## src/ddrca_pkg.sv

```systemverilog
// shared constants and types for the command/address decoder
// assumes all users reference items as ddrca_pkg::name
`default_nettype none

package ddrca_pkg;

  // bus widths
  localparam int BG_W = 2;
  localparam int BA_W = 2;
  localparam int ADDR_LO_W = 14;
  localparam int ROW_W = 18;
  localparam int COL_W = 10;
  localparam int OPCODE_W = 14;
  localparam int MR_COUNT = 8;
  localparam int MR_SEL_W = 3;
  localparam int PAR_VEC_W = 23;

  // address bit positions with a second meaning
  localparam int AP_BIT = 10;
  localparam int BC_BIT = 12;

  // command codes on {ras_n, cas_n, we_n} with act_n high
  localparam logic [2:0] CMD_MRS = 3'h0;
  localparam logic [2:0] CMD_REF = 3'h1;
  localparam logic [2:0] CMD_PRE = 3'h2;
  localparam logic [2:0] CMD_WR = 3'h4;
  localparam logic [2:0] CMD_RD = 3'h5;

  // mode register holding the parity enable field
  localparam logic [MR_SEL_W-1:0] MR_PARITY_SEL = 3'h5;
  localparam int PAR_EN_LSB = 0;
  localparam int PAR_EN_W = 3;

  // values after reset
  localparam logic [OPCODE_W-1:0] MR_RESET = 14'h0000;
  localparam logic [ROW_W-1:0] ROW_RESET = 18'h00000;
  localparam logic [COL_W-1:0] COL_RESET = 10'h000;

  // cycle counts
  localparam int RESET_SYNC_STAGES = 3;
  localparam int RECOVER_CYCLES_DEFAULT = 64;

  // decoded command kinds
  typedef enum logic [2:0] {
    DDRCA_CMD_NONE,
    DDRCA_CMD_ACT,
    DDRCA_CMD_RD,
    DDRCA_CMD_WR,
    DDRCA_CMD_PRE,
    DDRCA_CMD_MRS,
    DDRCA_CMD_OTHER
  } ddrca_cmd_type;

  // parity error handling states
  typedef enum logic {
    DDRCA_ST_IDLE,
    DDRCA_ST_RECOVER
  } ddrca_state_type;

endpackage

`default_nettype wire

```

## src/ddrca_parity.sv

```systemverilog
// even parity check over the command/address vector
// assumes the caller presents all covered bits in one vector
`timescale 1ns/1ps
`default_nettype none

module ddrca_parity #(
  parameter int VEC_W = ddrca_pkg::PAR_VEC_W
) (
  // covered bits and the parity pin
  input wire logic [VEC_W-1:0] cmd_bits,
  input wire logic parity_in,
  // checking switched on by the mode register
  input wire logic enable,
  // result
  output logic parity_bad
);

  // odd total count of ones is an error; disabled means no error at all
  assign parity_bad = enable & (^{parity_in, cmd_bits});

endmodule

`default_nettype wire

```

## src/ddrca_decode.sv

```systemverilog
// command/address decoder as seen inside the memory device
// assumes clk is the rising true clock and the pins are synchronous to it
// Functional notes
// - bank group pins pick the bank group for act, read, write, precharge
// - mode register select comes from bg0 with the bank address pins
// - bank address pins pick the bank inside the chosen group
// - row taken on activate, column taken on read and write
// - address pins carry the op-code during mode register set
// - top address bit counts only in the 16 Gb x4 configuration
// - a10 high on read or write asks for auto precharge
// - a10 high on precharge closes all banks, low only the addressed one
// - a12 low on read or write chops the burst on the fly
// - even parity over parity, act, command, bank and address pins when enabled
// - active-low reset pin clears the device asynchronously
// - all command and address pins are sampled on the rising clock
// - commands are ignored while chip select is high
// - act low turns the three command pins into row bits 16 to 14
// - parity error pulls alert low until recovery has finished
`timescale 1ns/1ps
`default_nettype none

module ddrca_decode #(
  parameter bit USE_A17 = 1'b0,
  parameter int RECOVER_CYCLES = ddrca_pkg::RECOVER_CYCLES_DEFAULT
) (
  // clock and resets
  input wire logic clk,
  input wire logic rst,
  input wire logic reset_n,
  // command pins
  input wire logic cs_n,
  input wire logic act_n,
  input wire logic ras_n_a16,
  input wire logic cas_n_a15,
  input wire logic we_n_a14,
  // bank, address and parity pins
  input wire logic [ddrca_pkg::BG_W-1:0] bg,
  input wire logic [ddrca_pkg::BA_W-1:0] ba,
  input wire logic addr_a17,
  input wire logic [ddrca_pkg::ADDR_LO_W-1:0] addr,
  input wire logic parity_in,
  // decoded access
  output logic cmd_valid,
  output ddrca_pkg::ddrca_cmd_type cmd_kind,
  output logic [ddrca_pkg::BG_W-1:0] bank_group,
  output logic [ddrca_pkg::BA_W-1:0] bank,
  output logic [ddrca_pkg::ROW_W-1:0] row,
  output logic [ddrca_pkg::COL_W-1:0] col,
  output logic auto_precharge,
  output logic precharge_all,
  output logic burst_chop,
  // mode register writes
  output logic mr_write,
  output logic [ddrca_pkg::MR_SEL_W-1:0] mr_select,
  output logic [ddrca_pkg::OPCODE_W-1:0] mr_opcode,
  // parity error reporting
  output logic parity_error,
  output logic alert_n
);

  localparam int CNT_W = (RECOVER_CYCLES > 2) ? $clog2(RECOVER_CYCLES) : 1;
  localparam logic [CNT_W-1:0] CNT_LOAD = CNT_W'(RECOVER_CYCLES - 1);
  localparam logic [CNT_W-1:0] CNT_ZERO = '0;
  localparam int SYN = ddrca_pkg::RESET_SYNC_STAGES;

  logic [SYN-1:0] rst_pipe;
  logic [SYN-1:0] next_rst_pipe;
  logic run;
  ddrca_pkg::ddrca_state_type state;
  ddrca_pkg::ddrca_state_type next_state;
  logic [CNT_W-1:0] count;
  logic [CNT_W-1:0] next_count;
  logic [ddrca_pkg::OPCODE_W-1:0] mr [ddrca_pkg::MR_COUNT];
  logic par_en;
  logic par_bad;
  logic selected;
  logic accept;
  ddrca_pkg::ddrca_cmd_type kind;
  logic [ddrca_pkg::MR_SEL_W-1:0] sel;
  logic next_cmd_valid;
  ddrca_pkg::ddrca_cmd_type next_cmd_kind;
  logic [ddrca_pkg::BG_W-1:0] next_bank_group;
  logic [ddrca_pkg::BA_W-1:0] next_bank;
  logic [ddrca_pkg::ROW_W-1:0] next_row;
  logic [ddrca_pkg::COL_W-1:0] next_col;
  logic next_auto_precharge;
  logic next_precharge_all;
  logic next_burst_chop;
  logic next_mr_write;
  logic [ddrca_pkg::MR_SEL_W-1:0] next_mr_select;
  logic [ddrca_pkg::OPCODE_W-1:0] next_mr_opcode;
  logic next_parity_error;
  logic next_alert_n;

  // release of the reset pin is retimed; assertion is immediate via the async clear
  always_comb begin
    next_rst_pipe = {rst_pipe[SYN-2:0], 1'b1};
    if (rst) begin
      next_rst_pipe = '0;
    end
  end

  always_ff @(posedge clk or negedge reset_n) begin
    if (!reset_n) begin
      rst_pipe <= '0;
    end else begin
      rst_pipe <= next_rst_pipe;
    end
  end

  // first stage is read only by the second; later stages must agree
  assign run = rst_pipe[SYN-1] & rst_pipe[SYN-2];

  // parity enable lives in a field of the parity mode register
  assign par_en = |mr[ddrca_pkg::MR_PARITY_SEL][ddrca_pkg::PAR_EN_LSB +: ddrca_pkg::PAR_EN_W];

  ddrca_parity #(
    .VEC_W(ddrca_pkg::PAR_VEC_W)
  ) u_parity (
    .cmd_bits({act_n, ras_n_a16, cas_n_a15, we_n_a14, bg, ba, addr_a17, addr}),
    .parity_in(parity_in),
    .enable(par_en),
    .parity_bad(par_bad)
  );

  // a command is looked at only when selected and not recovering
  assign selected = !cs_n && run && (state == ddrca_pkg::DDRCA_ST_IDLE);
  assign accept = selected && !par_bad;
  assign sel = {bg[0], ba};

  // command kind; act low makes the command pins row address bits
  always_comb begin
    kind = ddrca_pkg::DDRCA_CMD_OTHER;
    if (!act_n) begin
      kind = ddrca_pkg::DDRCA_CMD_ACT;
    end else begin
      case ({ras_n_a16, cas_n_a15, we_n_a14})
        ddrca_pkg::CMD_MRS: kind = ddrca_pkg::DDRCA_CMD_MRS;
        ddrca_pkg::CMD_PRE: kind = ddrca_pkg::DDRCA_CMD_PRE;
        ddrca_pkg::CMD_RD: kind = ddrca_pkg::DDRCA_CMD_RD;
        ddrca_pkg::CMD_WR: kind = ddrca_pkg::DDRCA_CMD_WR;
        default: kind = ddrca_pkg::DDRCA_CMD_OTHER;
      endcase
    end
  end

  // mode register file, one entry per select code
  generate
    for (genvar i = 0; i < ddrca_pkg::MR_COUNT; i++) begin : g_mr
      logic [ddrca_pkg::OPCODE_W-1:0] next_mr;
      always_comb begin
        next_mr = mr[i];
        if (rst || !run) begin
          next_mr = ddrca_pkg::MR_RESET;
        end else if (accept && kind == ddrca_pkg::DDRCA_CMD_MRS &&
                     sel == ddrca_pkg::MR_SEL_W'(i)) begin
          next_mr = addr;
        end
      end
      always_ff @(posedge clk or negedge reset_n) begin
        if (!reset_n) begin
          mr[i] <= ddrca_pkg::MR_RESET;
        end else begin
          mr[i] <= next_mr;
        end
      end
    end
  endgenerate

  // decoded fields; they hold between commands, the strobes last one cycle
  always_comb begin
    next_cmd_valid = 1'b0;
    next_cmd_kind = cmd_kind;
    next_bank_group = bank_group;
    next_bank = bank;
    next_row = row;
    next_col = col;
    next_auto_precharge = auto_precharge;
    next_precharge_all = precharge_all;
    next_burst_chop = burst_chop;
    next_mr_write = 1'b0;
    next_mr_select = mr_select;
    next_mr_opcode = mr_opcode;
    if (rst || !run) begin
      next_cmd_kind = ddrca_pkg::DDRCA_CMD_NONE;
      next_bank_group = '0;
      next_bank = '0;
      next_row = ddrca_pkg::ROW_RESET;
      next_col = ddrca_pkg::COL_RESET;
      next_auto_precharge = 1'b0;
      next_precharge_all = 1'b0;
      next_burst_chop = 1'b0;
      next_mr_select = '0;
      next_mr_opcode = ddrca_pkg::MR_RESET;
    end else if (accept) begin
      next_cmd_valid = 1'b1;
      next_cmd_kind = kind;
      case (kind)
        ddrca_pkg::DDRCA_CMD_ACT: begin
          next_bank_group = bg;
          next_bank = ba;
          // top bit is not an address bit outside the x4 16 Gb part
          next_row = {addr_a17 & USE_A17, ras_n_a16, cas_n_a15, we_n_a14, addr};
        end
        ddrca_pkg::DDRCA_CMD_RD, ddrca_pkg::DDRCA_CMD_WR: begin
          next_bank_group = bg;
          next_bank = ba;
          next_col = addr[ddrca_pkg::COL_W-1:0];
          next_auto_precharge = addr[ddrca_pkg::AP_BIT];
          next_burst_chop = !addr[ddrca_pkg::BC_BIT];
        end
        ddrca_pkg::DDRCA_CMD_PRE: begin
          next_bank_group = bg;
          next_bank = ba;
          next_precharge_all = addr[ddrca_pkg::AP_BIT];
        end
        ddrca_pkg::DDRCA_CMD_MRS: begin
          next_mr_write = 1'b1;
          next_mr_select = sel;
          next_mr_opcode = addr;
        end
        default: begin
          next_cmd_kind = kind;
        end
      endcase
    end
  end

  always_ff @(posedge clk or negedge reset_n) begin
    if (!reset_n) begin
      cmd_valid <= 1'b0;
      cmd_kind <= ddrca_pkg::DDRCA_CMD_NONE;
      bank_group <= '0;
      bank <= '0;
      row <= ddrca_pkg::ROW_RESET;
      col <= ddrca_pkg::COL_RESET;
      auto_precharge <= 1'b0;
      precharge_all <= 1'b0;
      burst_chop <= 1'b0;
      mr_write <= 1'b0;
      mr_select <= '0;
      mr_opcode <= ddrca_pkg::MR_RESET;
    end else begin
      cmd_valid <= next_cmd_valid;
      cmd_kind <= next_cmd_kind;
      bank_group <= next_bank_group;
      bank <= next_bank;
      row <= next_row;
      col <= next_col;
      auto_precharge <= next_auto_precharge;
      precharge_all <= next_precharge_all;
      burst_chop <= next_burst_chop;
      mr_write <= next_mr_write;
      mr_select <= next_mr_select;
      mr_opcode <= next_mr_opcode;
    end
  end

  // parity error: alert low for a fixed recovery time, commands dropped meanwhile
  always_comb begin
    next_state = state;
    next_count = count;
    next_alert_n = alert_n;
    next_parity_error = 1'b0;
    if (rst || !run) begin
      next_state = ddrca_pkg::DDRCA_ST_IDLE;
      next_count = CNT_ZERO;
      next_alert_n = 1'b1;
    end else begin
      case (state)
        ddrca_pkg::DDRCA_ST_IDLE: begin
          if (selected && par_bad) begin
            next_state = ddrca_pkg::DDRCA_ST_RECOVER;
            next_count = CNT_LOAD;
            next_alert_n = 1'b0;
            next_parity_error = 1'b1;
          end
        end
        ddrca_pkg::DDRCA_ST_RECOVER: begin
          if (count == CNT_ZERO) begin
            next_state = ddrca_pkg::DDRCA_ST_IDLE;
            next_alert_n = 1'b1;
          end else begin
            next_count = count - 1'b1;
          end
        end
        default: begin
          next_state = ddrca_pkg::DDRCA_ST_IDLE;
          next_alert_n = 1'b1;
        end
      endcase
    end
  end

  always_ff @(posedge clk or negedge reset_n) begin
    if (!reset_n) begin
      state <= ddrca_pkg::DDRCA_ST_IDLE;
      count <= CNT_ZERO;
      alert_n <= 1'b1;
      parity_error <= 1'b0;
    end else begin
      state <= next_state;
      count <= next_count;
      alert_n <= next_alert_n;
      parity_error <= next_parity_error;
    end
  end

  // helper: length of the current alert low phase
  logic [CNT_W:0] low_cnt;
  always_ff @(posedge clk or negedge reset_n) begin
    if (!reset_n) begin
      low_cnt <= '0;
    end else begin
      low_cnt <= alert_n ? '0 : low_cnt + 1'b1;
    end
  end

  a_cs_masked: assert property (@(posedge clk) disable iff (rst || !reset_n)
    cs_n |=> !cmd_valid && !parity_error)
    else $error("command taken with chip select high");

  a_bg_bank: assert property (@(posedge clk) disable iff (rst || !reset_n)
    accept && (kind == ddrca_pkg::DDRCA_CMD_ACT || kind == ddrca_pkg::DDRCA_CMD_RD)
    |=> cmd_valid && bank_group == $past(bg) && bank == $past(ba))
    else $error("bank group or bank not captured");

  a_row_pins: assert property (@(posedge clk) disable iff (rst || !reset_n)
    accept && !act_n |=> cmd_kind == ddrca_pkg::DDRCA_CMD_ACT &&
    row[16:14] == $past({ras_n_a16, cas_n_a15, we_n_a14}) &&
    row[13:0] == $past(addr))
    else $error("row address wrong on activate");

  a_a17_unused: assert property (@(posedge clk) disable iff (rst || !reset_n)
    !USE_A17 |-> row[17] == 1'b0)
    else $error("top row bit set in a configuration without it");

  a_col_flags: assert property (@(posedge clk) disable iff (rst || !reset_n)
    accept && (kind == ddrca_pkg::DDRCA_CMD_RD || kind == ddrca_pkg::DDRCA_CMD_WR)
    |=> col == $past(addr[9:0]) && auto_precharge == $past(addr[10]) &&
    burst_chop == !$past(addr[12]))
    else $error("column, auto precharge or burst chop wrong");

  a_pre_all: assert property (@(posedge clk) disable iff (rst || !reset_n)
    accept && kind == ddrca_pkg::DDRCA_CMD_PRE
    |=> cmd_kind == ddrca_pkg::DDRCA_CMD_PRE && precharge_all == $past(addr[10]))
    else $error("precharge scope wrong");

  a_mr_write: assert property (@(posedge clk) disable iff (rst || !reset_n)
    accept && kind == ddrca_pkg::DDRCA_CMD_MRS
    |=> mr_write && mr_select == $past({bg[0], ba}) && mr_opcode == $past(addr))
    else $error("mode register write wrong");

  a_par_flag: assert property (@(posedge clk) disable iff (rst || !reset_n)
    selected && par_en && (^{parity_in, act_n, ras_n_a16, cas_n_a15, we_n_a14,
    bg, ba, addr_a17, addr}) |=> parity_error && !alert_n && !cmd_valid)
    else $error("parity error not flagged");

  a_par_off: assert property (@(posedge clk) disable iff (rst || !reset_n)
    !par_en |=> !parity_error)
    else $error("parity error while checking is off");

  a_alert_len: assert property (@(posedge clk) disable iff (rst || !reset_n)
    $rose(alert_n) |-> low_cnt == (CNT_W + 1)'(RECOVER_CYCLES))
    else $error("alert low for the wrong time");

  a_alert_bound: assert property (@(posedge clk) disable iff (rst || !reset_n)
    low_cnt <= (CNT_W + 1)'(RECOVER_CYCLES))
    else $error("alert held low too long");

  a_reset_pin: assert property (@(posedge clk) disable iff (rst)
    !reset_n |-> alert_n && !cmd_valid && !mr_write && !parity_error)
    else $error("outputs not cleared under the reset pin");

endmodule

`default_nettype wire

```

## config.mk

```make
export PLATFORM = sky130hd
export DESIGN_NAME = ddrca_decode
export DESIGN_NICKNAME = d
export VERILOG_FILES = /design/src/ddrca_pkg.sv /design/src/ddrca_parity.sv /design/src/ddrca_decode.sv
export SDC_FILE = /design/constraint.sdc
export NUM_CORES = 1
export LEC_CHECK = 0
export ABC_CLOCK_PERIOD_IN_PS = 4200
export BUFFER_PORTS_ARGS = -buffer_cell sky130_fd_sc_hd__buf_2
export CAP_MARGIN = 40
export CORE_MARGIN = 1
export CORE_UTILIZATION = 56
export CTS_BUF_LIST = sky130_fd_sc_hd__clkbuf_16
export DETAILED_ROUTE_END_ITERATION = 7
export PLACE_DENSITY = 0.81
export SYNTH_ARGS = -nofsm -noshare
export SYNTH_HDL_FRONTEND = slang
export SYNTH_HIERARCHICAL = 1
export SYNTH_SLANG_ARGS = --single-unit
```

## constraint.sdc

```tcl
create_clock -name clk -period 4.2 [get_ports clk]
set_input_delay 1.26 -clock clk [delete_from_list [all_inputs] [get_ports clk]]
set_output_delay 1.26 -clock clk [all_outputs]
set_load 0.1 [all_outputs]
```

==> results.md, run 1 <==
- Status: completed
- Post-route clock skew: 0.00827 ns
- Cell depth of the worst flop-to-flop path: 6
- CTS hold repair buffers: 0
- Period utilization: 0.764
- Synth Cell Area: 3270 sq um
- Max-capacitance violation count: 0
- Reg2Reg Launch Point: mr[29]$_DFFE_PN0P_
- Fraction of final layout cells with drive strength greater than 1: 0.288
- Dpl hpwl: 5320 um
- Crit end category: register
- Post-Place Setup Slack: 0.650 ns
- Number of cells produced by synthesis: 305
- Sink of the worst hold path: col[6]$_DFFE_PN0P_
- 1st-pass router iterations: 4
- Number of antenna violations at the first check in global routing: 0
- Most common cell after layout, fill and taps aside: sky130_fd_sc_hd__buf_2
- Full die area: 6160 sq um
- Final min period: 3.21 ns
- Global-route wire length before repair: 12800 um
- Clock-pin transition on the worst setup and hold timing paths: 0.06 ns
- Die outline width: 78.5 um
- Worst Min Path Start: col[6]$_DFFE_PN0P_
- Worst setup slack after layout: 0.992 ns
- CTS tree: built
- Post-CTS Resized: 0
- Post-synthesis area per instance: 10.7 sq um
- Synth warn: 6
- Placeable core area: 5570 sq um
- Number of CTS-inserted buffers: 9
- Number of setup violations in the final report: 0
- Area growth, synth to finish: 24.8%
- Overall Global Routing Usage: 0.276
- R2R setup slack: 2.23 ns
- Final slew viol count: 0
- Static leakage: 0.00199 uW
- Fin Setup TNS: 0 ns
- Insertion delay to the later sink of the worst-skew pair: 0.33 ns
- Drt wl/cell: 16.5 um
- Antenna cells: 0
- CTS Sinks: 71
- Post-synth EDFFs: 0
- Number of distinct library cells after synthesis: 42
- RD Place Congestion: 0.842
- Share of synthesized flip-flops with an asynchronous set or reset: 1.00
- Buffers added on ports: 85
- Final hold viol count: 0
- Leading cell types in the layout, fill and taps excluded: sky130_fd_sc_hd__buf_2 (85), sky130_fd_sc_hd__dfrtp_1 (70), sky130_fd_sc_hd__nor2_1 (48), sky130_fd_sc_hd__mux2i_1 (39), sky130_fd_sc_hd__nand2_1 (22)
- Overflow left after global routing: 0
- Worst path required time: 4.41 ns
- Starting DRC count in detailed routing: 158
- Number of rows in the core area: 27
- Most used DFF post-synth: sky130_fd_sc_hd__dfrtp_1
- Wire length after detailed routing: 7740 um
- Power per Cell Area: 397 nW/um^2
- # Post-CTS Setup Buffers: 0
- Overall via count from detail_route: 2587
- Max Clk Rate: 312 MHz
- Antenna viol nets, final: 0
- Maximum number of pins on one net before global-route repair: 38
- Category of the most critical setup path: input port to register
- Max VDD drop: 0.000286 V
- Total cell area at the placement stage: 3770 sq um
- Count of boundary I/O pins: 87
- CTS HTree Levels: 3
- Starting density of the core: 0.587
- Slew at the pin with the worst max-slew slack: 0.927 ns
- DRC viols: 0
- Vias per std cell: 5.53
- Unrepaired setup endpoints after global routing: no
- Number of nets in the layout: 421
- Max transition margin: 0.382
- CTS max path bufs: 2
- Design Area, Final: 4090 sq um
- Synthesized net count: 335
- Total of flip-flops plus latches after synthesis: 71
- Worst Path Arrival: 3.41 ns
- Seq/Total Area, Yosys: 0.543
- Hold/Removal Path Class: register to register
- Cell count of the worst hold path: 2
- Setup crit start kind: input port
- Number of global-route vias before repair: 2586
- End of the worst register-to-register path: row[6]$_DFFE_PN0P_
- Hold_ws: 0.497 ns
- Die H: 78.5 um
- Largest fanout on the critical path: 17
- Library cell used as clock root buffer: sky130_fd_sc_hd__clkbuf_16
==> where the power goes <==
part	switching (uW)	internal, uW
clock network	297	522
logic	62.4	54.8
registers	1.58	686
==> worst max path at each step <==
stage,start,endpoint,slack [ns]
after global routing,cas_n_a15,count[3]$_DFFE_PN0P_,0.76
after CTS,addr[5],row[6]$_DFFE_PN0P_,1.0
after global placement,cas_n_a15,row[15]$_DFFE_PN0P_,0.75
final,addr[1],row[6]$_DFFE_PN0P_,0.99
after detailed placement,addr[1],count[3]$_DFFE_PN0P_,0.65
after floorplan,addr_a17,row[10]$_DFFE_PN0P_,1.0
==> critical path, stage by stage <==
cell	delay (ns)
sky130_fd_sc_hd__buf_2	0.15
sky130_fd_sc_hd__xnor2_1	0.21
sky130_fd_sc_hd__xnor2_1	0.18
sky130_fd_sc_hd__xnor2_1	0.17
sky130_fd_sc_hd__xnor3_1	0.32
sky130_fd_sc_hd__and2_1	0.25
sky130_fd_sc_hd__nor3_2	0.19
sky130_fd_sc_hd__buf_4	0.34
sky130_fd_sc_hd__mux2i_1	0.27
sky130_fd_sc_hd__nor2_1	0.06
==> cell families after synthesis <==
group	after synthesis	share of synthesized area
multiplexers	39	0.119
XOR/XNOR	22	0.0630
adder cells (fa/ha/maj)	2	0.00764
flip-flops	71	0.543
other	1	0.00115
AND/OR/NAND/NOR	112	0.159
AO/OA/AOI/OAI	37	0.0768
buffers and inverters	21	0.0298
==> sequential cells by signal, indices dropped and copies added (netlist names), 2 cells and up <==
signal / count
row: 17
mr_opcode: 14
col: 10
count: 6
cmd_kind: 3
mr: 3
mr_select: 3
rst_pipe: 3
bank: 2
bank_group: 2
==> metal layers <==
| metal | part of all wire | wire length [um] | global-route usage | vias up |
|---|---|---|---|---|
| li1 | - | - | - | 1215 |
| met1 | 0.44 | 3420 | 0.370 | 1279 |
| met2 | 0.48 | 3750 | 0.439 | 87 |
| met3 | 0.066 | 507 | 0.0860 | 6 |
| met4 | 0.0078 | 60 | 0.0704 | 0 |
| met5 | 0 | 0 | 0 | - |
==> metrics by stage <==
| step | instances | util | total power [uW] |
|---|---|---|---|
| after CTS | 468 | 0.733 | 1630 |
| final | 468 | 0.733 | 1620 |
| after floorplan | 305 | - | 768 |
| after detailed placement | 452 | 0.676 | 816 |
| after global placement | 452 | 0.676 | 815 |
| after global routing | 468 | 0.733 | 1670 |
==> Yosys cell counts (3+ instances only) <==
| cell type | instances | area share |
|---|---|---|
| sky130_fd_sc_hd__nand2_1 | 22 | 0.025 |
| sky130_fd_sc_hd__a311oi_1 | 4 | 0.011 |
| sky130_fd_sc_hd__nand4_1 | 3 | 0.0057 |
| sky130_fd_sc_hd__nor2b_1 | 3 | 0.0057 |
| sky130_fd_sc_hd__clkbuf_1 | 10 | 0.011 |
| sky130_fd_sc_hd__o21ai_1 | 15 | 0.023 |
| sky130_fd_sc_hd__o31ai_1 | 3 | 0.0069 |
| sky130_fd_sc_hd__xnor2_1 | 19 | 0.051 |
| sky130_fd_sc_hd__buf_2 | 3 | 0.0046 |
| sky130_fd_sc_hd__dfrtp_1 | 70 | 0.53 |
| sky130_fd_sc_hd__mux2i_1 | 39 | 0.12 |
| sky130_fd_sc_hd__a21oi_1 | 8 | 0.012 |
| sky130_fd_sc_hd__nor2_1 | 48 | 0.055 |
| sky130_fd_sc_hd__inv_1 | 5 | 0.0057 |
| sky130_fd_sc_hd__nand3_1 | 19 | 0.029 |
| sky130_fd_sc_hd__nor3_1 | 3 | 0.0046 |
==> cell type report <==
cell class                      count  area (sq um)
Sequential cell                    71          1780
Fill cell                         396          1490
Multi-Input combinational cell    213          1410
Timing Repair Buffer               91           470
Clock buffer                        9           225
Clock inverter                      7          96.3
Tap cell                           72          90.1
Inverter                            5          18.8
Power figures use the tool's default switching activity.
==> run 2: changes to the inputs <==
ABC_CLOCK_PERIOD_IN_PS = 2990   (was 4200)
CORE_UTILIZATION = 52   (was 56)
PLACE_DENSITY = 0.76   (was 0.81)
clock period = 2.99 ns   (was 4.2 ns; I/O delays follow)
==> results.md, run 2 (same netlist as run 1, synthesis figures left out) <==
- Antenna cells: 0 (unchanged)
- Final slew viol count: 0 (unchanged)
- Max-capacitance violation count: 0 (unchanged)
- Post-route clock skew: 0.00568 ns (-0.00260 ns)
- Post-CTS Resized: 0 (unchanged)
- Insertion delay to the later sink of the worst-skew pair: 0.32 ns (about the same)
- CP Cell Sequence: buf_2, xnor2_1, xnor2_1, xnor2_1, xnor3_1, and2_2, inv_1, nand4_1, buf_12, mux2i_1, nor2_1
- Most common cell after layout, fill and taps aside: sky130_fd_sc_hd__buf_2
- Area growth, synth to finish: 32.0%
- Number of CTS-inserted buffers: 9 (unchanged)
- Die H: 81.4 um (+3.7%)
- Clock-pin transition on the worst setup and hold timing paths: 0.06 ns (about the same)
- Number of antenna violations at the first check in global routing: 0 (unchanged)
- Crit path top cell by count: sky130_fd_sc_hd__xnor2_1
- Number of setup violations in the final report: 0 (unchanged)
- Crit end category: register
- Category of the most critical setup path: input port to register
- Die outline width: 81.4 um (+3.7%)
- Status: completed
- Post-Place Setup Slack: -0.220 ns (-0.869 ns)
- Maximum single-stage delay on the critical path: 0.39 ns (+0.05 ns)
- Full die area: 6620 sq um (+7.5%)
- Count of boundary I/O pins: 87 (unchanged)
- Max stage delay cell, worst path: sky130_fd_sc_hd__xnor3_1
- Worst Path Arrival: 3.01 ns (-0.40 ns)
- Global-route wire length before repair: 13500 um (+6.0%)
- Worst path required time: 3.17 ns (-1.24 ns)
- Largest fanout on the critical path: 19 (+2)
- CTS hold repair buffers: 0 (unchanged)
- Placeable core area: 5990 sq um (+7.5%)
- DRC viols: 0 (unchanged)
- Power per Cell Area: 545 nW/um^2 (+37%)
- Starting density of the core: 0.547 (-0.0409)
- CTS tree: built
- CTS Sinks: 71 (unchanged)
- Number of global-route vias before repair: 2756 (+6.6%)
- Number of flip-flops in the largest register: 17 (unchanged)
- CTS HTree Levels: 3 (unchanged)
- Largest regs: row: 17 flops, mr_opcode: 14 flops, col: 10 flops
- CTS max path bufs: 2 (unchanged)
- Max VDD drop: 0.000354 V (+24%)
- Library cell used as clock root buffer: sky130_fd_sc_hd__clkbuf_16
- Wire length after detailed routing: 8260 um (+6.8%)
- RD Place Congestion: 0.800 (-5.0%)
- Fraction of final layout cells with drive strength greater than 1: 0.326 (+0.0383)
- Overall via count from detail_route: 2687 (+3.9%)
- Drt wl/cell: 16.8 um (+1.6%)
- Maximum number of pins on one net before global-route repair: 49 (+29%)
- Max Clk Rate: 353 MHz
- Hold/Removal Path Class: register to register
- Max transition margin: 0.616 (+0.234)
- Overall Global Routing Usage: 0.276 (-0.000576)
- Number of rows in the core area: 28 (+3.7%)
- Largest reg by FF count: row
- Starting DRC count in detailed routing: 111 (-30%)
- Final min period: 2.83 ns
- Unrepaired setup endpoints after global routing: no
- Overflow left after global routing: 0 (unchanged)
- Vias per std cell: 5.46 (-1.2%)
- Total power after layout: 2360 uW (+45%)
- Static leakage: 0.00212 uW (+6.7%)
- # Post-CTS Setup Buffers: 0 (unchanged)
- 1st-pass router iterations: 4 (unchanged)
- Final hold viol count: 0 (unchanged)
- Leading cell types in the layout, fill and taps excluded: sky130_fd_sc_hd__buf_2 (85), sky130_fd_sc_hd__dfrtp_1 (70), sky130_fd_sc_hd__nor2_1 (48), sky130_fd_sc_hd__mux2i_1 (39), sky130_fd_sc_hd__buf_4 (24)
- Setup crit start kind: input port
- Dpl hpwl: 5610 um (+5.4%)
- Period utilization: 0.947
- Number of nets in the layout: 442 (+5.0%)
- Filler Cells Inserted: 434 (+9.6%)
- Slew at the pin with the worst max-slew slack: 0.577 ns (-0.351 ns)
- Worst setup slack after layout: 0.158 ns (-0.834 ns)
- Antenna viol nets, final: 0 (unchanged)
- Buffers added on ports: 85 (unchanged)
## run 2: changes by cell type in the layout (fill, tap and decap cells not counted), moves of 2 or more
cell                         previous run  this run
sky130_fd_sc_hd__clkinv_1               0         2
sky130_fd_sc_hd__buf_12                 0         3
sky130_fd_sc_hd__buf_4                  6        24
sky130_fd_sc_hd__inv_6                  2         0
sky130_fd_sc_hd__clkinvlp_4             2         0
## run 2: metrics by stage
stage	TNS, ns	instances	area, sq um	util	hold WS, ns
after floorplan	0	305	3270	-	0.439
after global placement	-5.20	476	3970	0.662	0.449
after detailed placement	-7.16	476	3970	0.662	0.463
after CTS	0	492	4300	0.718	0.475
after global routing	0	492	4320	0.721	0.485
final	0	492	4320	0.721	0.473
## run 2: area by class of cell
class | count | area [sq um] | share of cell area
sequential | 71 | 1780 | 0.411
timing repair buffer | 112 | 666 | 0.154
clock buffer | 9 | 225 | 0.0521
inverter | 5 | 18.8 | 0.00434
multi-input combinational | 213 | 1430 | 0.331
clock inverter | 7 | 111 | 0.0258
tap | 75 | 93.8 | 0.0217
## run 2: path summary, 6_finish.rpt
check / start / endpoint / slack [ns] / depth (start not counted)
min in group asynchronous: reset_n / bank_group[1]$_DFFE_PN0P_ / 0.57 / 1
max: cas_n_a15 / mr_opcode[12]$_DFFE_PN0P_ / 0.16 / 11
min: rst_pipe[0]$_DFF_PN0_ / rst_pipe[1]$_DFF_PN0_ / 0.47 / 1
max in group asynchronous: reset_n / alert_n$_DFFE_PN1P_ / 1.73 / 2
max reg2reg: mr[29]$_DFFE_PN0P_ / mr_opcode[12]$_DFFE_PN0P_ / 1.03 / 7
min reg2reg: rst_pipe[0]$_DFF_PN0_ / rst_pipe[1]$_DFF_PN0_ / 0.47 / 1
## run 2: worst max-delay path, delay by kind of cell
kind | cells | cell delay, ns
buffers and inverters | 3 | 0.48
xor gates and xnor gates | 4 | 0.90
and+or+nand+nor | 3 | 0.54
muxes | 1 | 0.19
## run 2: where the power goes
group	internal [uW]	total, uW	switching [uW]
combinational	95.1	190	95.2
clock	809	1200	392
sequential	963	966	2.35
total	1870	2360	489
## run 2: metal layers
layer  track usage  share of wire  vias to the layer above
met5             0              0                        -
met4        0.0893         0.0040                        0
met3        0.0652          0.066                        4
met2         0.440           0.49                       91
met1         0.369           0.44                     1329
li1              -              -                     1263
==> run 3: changes to the inputs <==
BUFFER_PORTS_ARGS = not set   (was -buffer_cell sky130_fd_sc_hd__buf_2)
CORE_UTILIZATION = 63   (was 52)
DONT_BUFFER_PORTS = 1   (was not set)
SKIP_LAST_GASP = 1   (was not set)
==> results.md, run 3 <==
- Status: stopped before the end
- Failing step: global routing
- Stop Error: [ERROR DPL-0038] Utilization greater than 100%, impossible to legalize
- CTS Sinks: 71 (unchanged)
- Most used DFF post-synth: sky130_fd_sc_hd__dfrtp_1
- Number of CTS-inserted buffers: 9 (unchanged)
- Count of boundary I/O pins: 87 (unchanged)
- Synth top area share: 0.535 (unchanged)
- CTS max path bufs: 2 (unchanged)
- Cells after DPL: 394 (-17%)
- Cells taking the most area after synthesis: sky130_fd_sc_hd__dfrtp_1 (53%), sky130_fd_sc_hd__mux2i_1 (12%), sky130_fd_sc_hd__nor2_1 (5.5%), sky130_fd_sc_hd__xnor2_1 (5.1%), sky130_fd_sc_hd__nand3_1 (2.9%)
- Total of flip-flops plus latches after synthesis: 71 (unchanged)
- Post-synthesis area per instance: 10.7 sq um (unchanged)
- # Post-CTS Setup Buffers: 0 (unchanged)
- RD Place Congestion: 0.796 (-0.45%)
- Number of rows in the core area: 25 (-11%)
- Share of synthesized flip-flops with an asynchronous set or reset: 1.00 (unchanged)
- Seq/Total Area, Yosys: 0.543 (unchanged)
- Starting density of the core: 0.675 (+0.129)
- Library cell occupying the most area in the post-synthesis netlist: sky130_fd_sc_hd__dfrtp_1
- Die H: 74.1 um (-8.9%)
- CTS hold repair buffers: 0 (unchanged)
- CTS HTree Levels: 3 (unchanged)
- Buffers added on ports: 0 (-100%)
- Maximum number of pins on one net before global-route repair: 72
- Most repeated cell in the gate-level netlist after synthesis: sky130_fd_sc_hd__dfrtp_1
- Library cell used as clock root buffer: sky130_fd_sc_hd__clkbuf_16
- Post-synth EDFFs: 0 (unchanged)
- Synth warn: 6 (unchanged)
- Synthesized net count: 335 (unchanged)
- Number of cells produced by synthesis: 305 (unchanged)
- Die outline width: 74.1 um (-8.9%)
- Post-CTS Resized: 1 (+1)
- Dpl hpwl: 6190 um (+10%)
- Synth Cell Area: 3270 sq um (unchanged)
- Ranking of synthesized cells by instance count: sky130_fd_sc_hd__dfrtp_1 (70), sky130_fd_sc_hd__nor2_1 (48), sky130_fd_sc_hd__mux2i_1 (39), sky130_fd_sc_hd__nand2_1 (22)
- Number of distinct library cells after synthesis: 42 (unchanged)
-- run 3: cell counts after synthesis --
Identical to the previous run, type by type.
-- run 3: cell families after synthesis --
logic type	count (synthesis)	synth area share
fa+ha+maj	2	0.00764
mux	39	0.119
other cells	1	0.00115
compound gates	37	0.0768
buf+inv	21	0.0298
simple gates	112	0.159
flops	71	0.543
xor+xnor	22	0.0630
-- run 3: per-stage QoR --
step	TNS [ns]	cell area, sq um	setup WS (ns)
after floorplan	0	3270	0.149
after global placement	-0.516	3370	-0.0440
after detailed placement	-3.20	4220	-0.158
after CTS	0	4580	0.0439
==> run 4: changes to the inputs <==
CORE_UTILIZATION = 40   (was 63)
CTS_BUF_LIST = not set   (was sky130_fd_sc_hd__clkbuf_16)
PLACE_DENSITY = not set   (was 0.76)
PLACE_DENSITY_LB_ADDON = 0.15   (was not set)
==> results.md, run 4 (same netlist as run 1, synthesis figures left out) <==
- Starting density of the core: 0.419 (-0.256)
- Starting DRC count in detailed routing: 96
- Fin Setup TNS: 0 ns
- Max Clk Rate: 377 MHz
- CTS hold repair buffers: 0 (unchanged)
- Overflow left after global routing: 0
- Number of global-route vias before repair: 2379
- Number of rows in the core area: 32 (+28%)
- Largest fanout on the critical path: 7
- Largest reg by FF count: row
- Largest regs: row: 17 flops, mr_opcode: 14 flops, col: 10 flops
- Final min period: 2.65 ns
- Placeable core area: 7810 sq um
- Fraction of final layout cells with drive strength greater than 1: 0.194
- Overall Global Routing Usage: 0.197
- Wire length after detailed routing: 7920 um
- DRC viols: 0
- Crit path top cell by count: sky130_fd_sc_hd__xnor2_1
- Overall via count from detail_route: 2349
- Cells after DPL: 431 (+9.4%)
- # Post-CTS Setup Buffers: 0 (unchanged)
- Period utilization: 0.887
- Global-route wire length before repair: 12800 um
- Leading cell types in the layout, fill and taps excluded: sky130_fd_sc_hd__dfrtp_1 (70), sky130_fd_sc_hd__nor2_1 (48), sky130_fd_sc_hd__mux2i_1 (39), sky130_fd_sc_hd__buf_16 (36), sky130_fd_sc_hd__nand2_1 (22)
- Die H: 92.5 um (+25%)
- Crit end category: register
- Hold_ws: 0.245 ns
- Clock-pin transition on the worst setup and hold timing paths: 0.08 ns
- Count of boundary I/O pins: 87 (unchanged)
- Number of flip-flops in the largest register: 17
- Max VDD drop: 0.000292 V
- Full die area: 8550 sq um
- Status: completed
- Die outline width: 92.5 um (+25%)
- Area growth, synth to finish: 41.3%
- Maximum number of pins on one net before global-route repair: 72
- Buffers added on ports: 0 (unchanged)
- Number of nets in the layout: 375
- Antenna viol nets, final: 0
- CTS Sinks: 71 (unchanged)
- Category of the most critical setup path: input port to register
- Setup crit start kind: input port
- Slew at the pin with the worst max-slew slack: 0.903 ns
- Maximum single-stage delay on the critical path: 0.36 ns
- Antenna cells: 0
- Worst path required time: 3.23 ns
- Final slew viol count: 0
- Most common cell after layout, fill and taps aside: sky130_fd_sc_hd__dfrtp_1
- Final hold viol count: 0
- Vias per std cell: 5.20
- Worst Path Arrival: 2.89 ns
- Unrepaired setup endpoints after global routing: no
- Post-Route Utilization: 0.593
- CTS HTree Levels: 3 (unchanged)
- Filler Cells Inserted: 636
- Library cell used as clock root buffer: sky130_fd_sc_hd__clkbuf_8
- Number of antenna violations at the first check in global routing: 0
- Number of standard cells in the final layout excluding fillers: 452
- Power per Cell Area: 398 nW/um^2
- CTS tree: built
- RD Place Congestion: 0.791 (-0.67%)
- Dpl hpwl: 5580 um (-9.8%)
- CTS max path bufs: 2 (unchanged)
- Number of setup violations in the final report: 0
- Number of CTS-inserted buffers: 9 (unchanged)
- 1st-pass router iterations: 5
- Max stage delay cell, worst path: sky130_fd_sc_hd__xnor3_1
- Max transition margin: 0.398
- Insertion delay to the later sink of the worst-skew pair: 0.34 ns
- CP Cell Sequence: xnor2_1, xnor2_1, xnor2_1, xnor3_1, and2_1, nand4b_1, a32oi_2, a21oi_1, a311oi_1
- Static leakage: 0.00196 uW
- Max-capacitance violation count: 0
- Drt wl/cell: 17.5 um
- Post-CTS Resized: 0 (-1)
- Post-route clock skew: 0.00813 ns
- Hold/Removal Path Class: input port to asynchronous set/reset pin
-- run 4: cell type report --
| type | instances | area (sq um) | share of cell area |
|---|---|---|---|
| Clock buffer | 11 | 141 | 0.0305 |
| Clock inverter | 5 | 57.6 | 0.0124 |
| Inverter | 5 | 18.8 | 0.00406 |
| Multi-Input combinational cell | 213 | 1410 | 0.304 |
| Sequential cell | 71 | 1780 | 0.384 |
| Tap cell | 102 | 128 | 0.0276 |
| Timing Repair Buffer | 45 | 1100 | 0.237 |
-- run 4: final timing paths --
kind / from / endpoint / slack [ns] / depth (start not counted)
min in group clk: rst_pipe[0]$_DFF_PN0_ / rst_pipe[1]$_DFF_PN0_ / 0.50 / 1
max reg2reg: mr[29]$_DFFE_PN0P_ / bank_group[0]$_DFFE_PN0P_ / 1.11 / 5
max: ba[0] / count[3]$_DFFE_PN0P_ / 0.34 / 9
max in group asynchronous: reset_n / alert_n$_DFFE_PN1P_ / 2.56 / 0
min reg2reg: rst_pipe[0]$_DFF_PN0_ / rst_pipe[1]$_DFF_PN0_ / 0.50 / 1
min: reset_n / count[5]$_DFFE_PN0P_ / 0.25 / 0
-- run 4: critical path, delay by kind of cell --
kind	cells	cell delay [ns]
xor+xnor	4	0.83
compound gates	3	0.71
simple gates	2	0.46
-- run 4: metrics by stage --
step / worst slack (ns) / total power, uW / instance area [sq um]
floorplan: 0.149 / 1080 / 3270
global placement: 0.0554 / 1090 / 3440
detailed placement: -0.0282 / 1090 / 4290
CTS: 0.340 / 1860 / 4490
global route: 0.203 / 1910 / 4630
finish: 0.338 / 1840 / 4630
-- run 4: power breakdown --
group / leakage [uW] / switching (uW) / internal (uW)
Combinational: 0.000867 / 42.8 / 64.0
Clock: 0.000103 / 362 / 409
Sequential: 0.000985 / 2.24 / 962
Total: 0.00196 / 407 / 1430
-- run 4: layer usage --
metal  vias up  global-route usage  part of all wire
met4         0              0.0508            0.0058
met5         -                   0                 0
met2        70               0.293              0.47
li1       1121                   -                 -
met1      1154               0.263              0.45
met3         4              0.0862             0.079
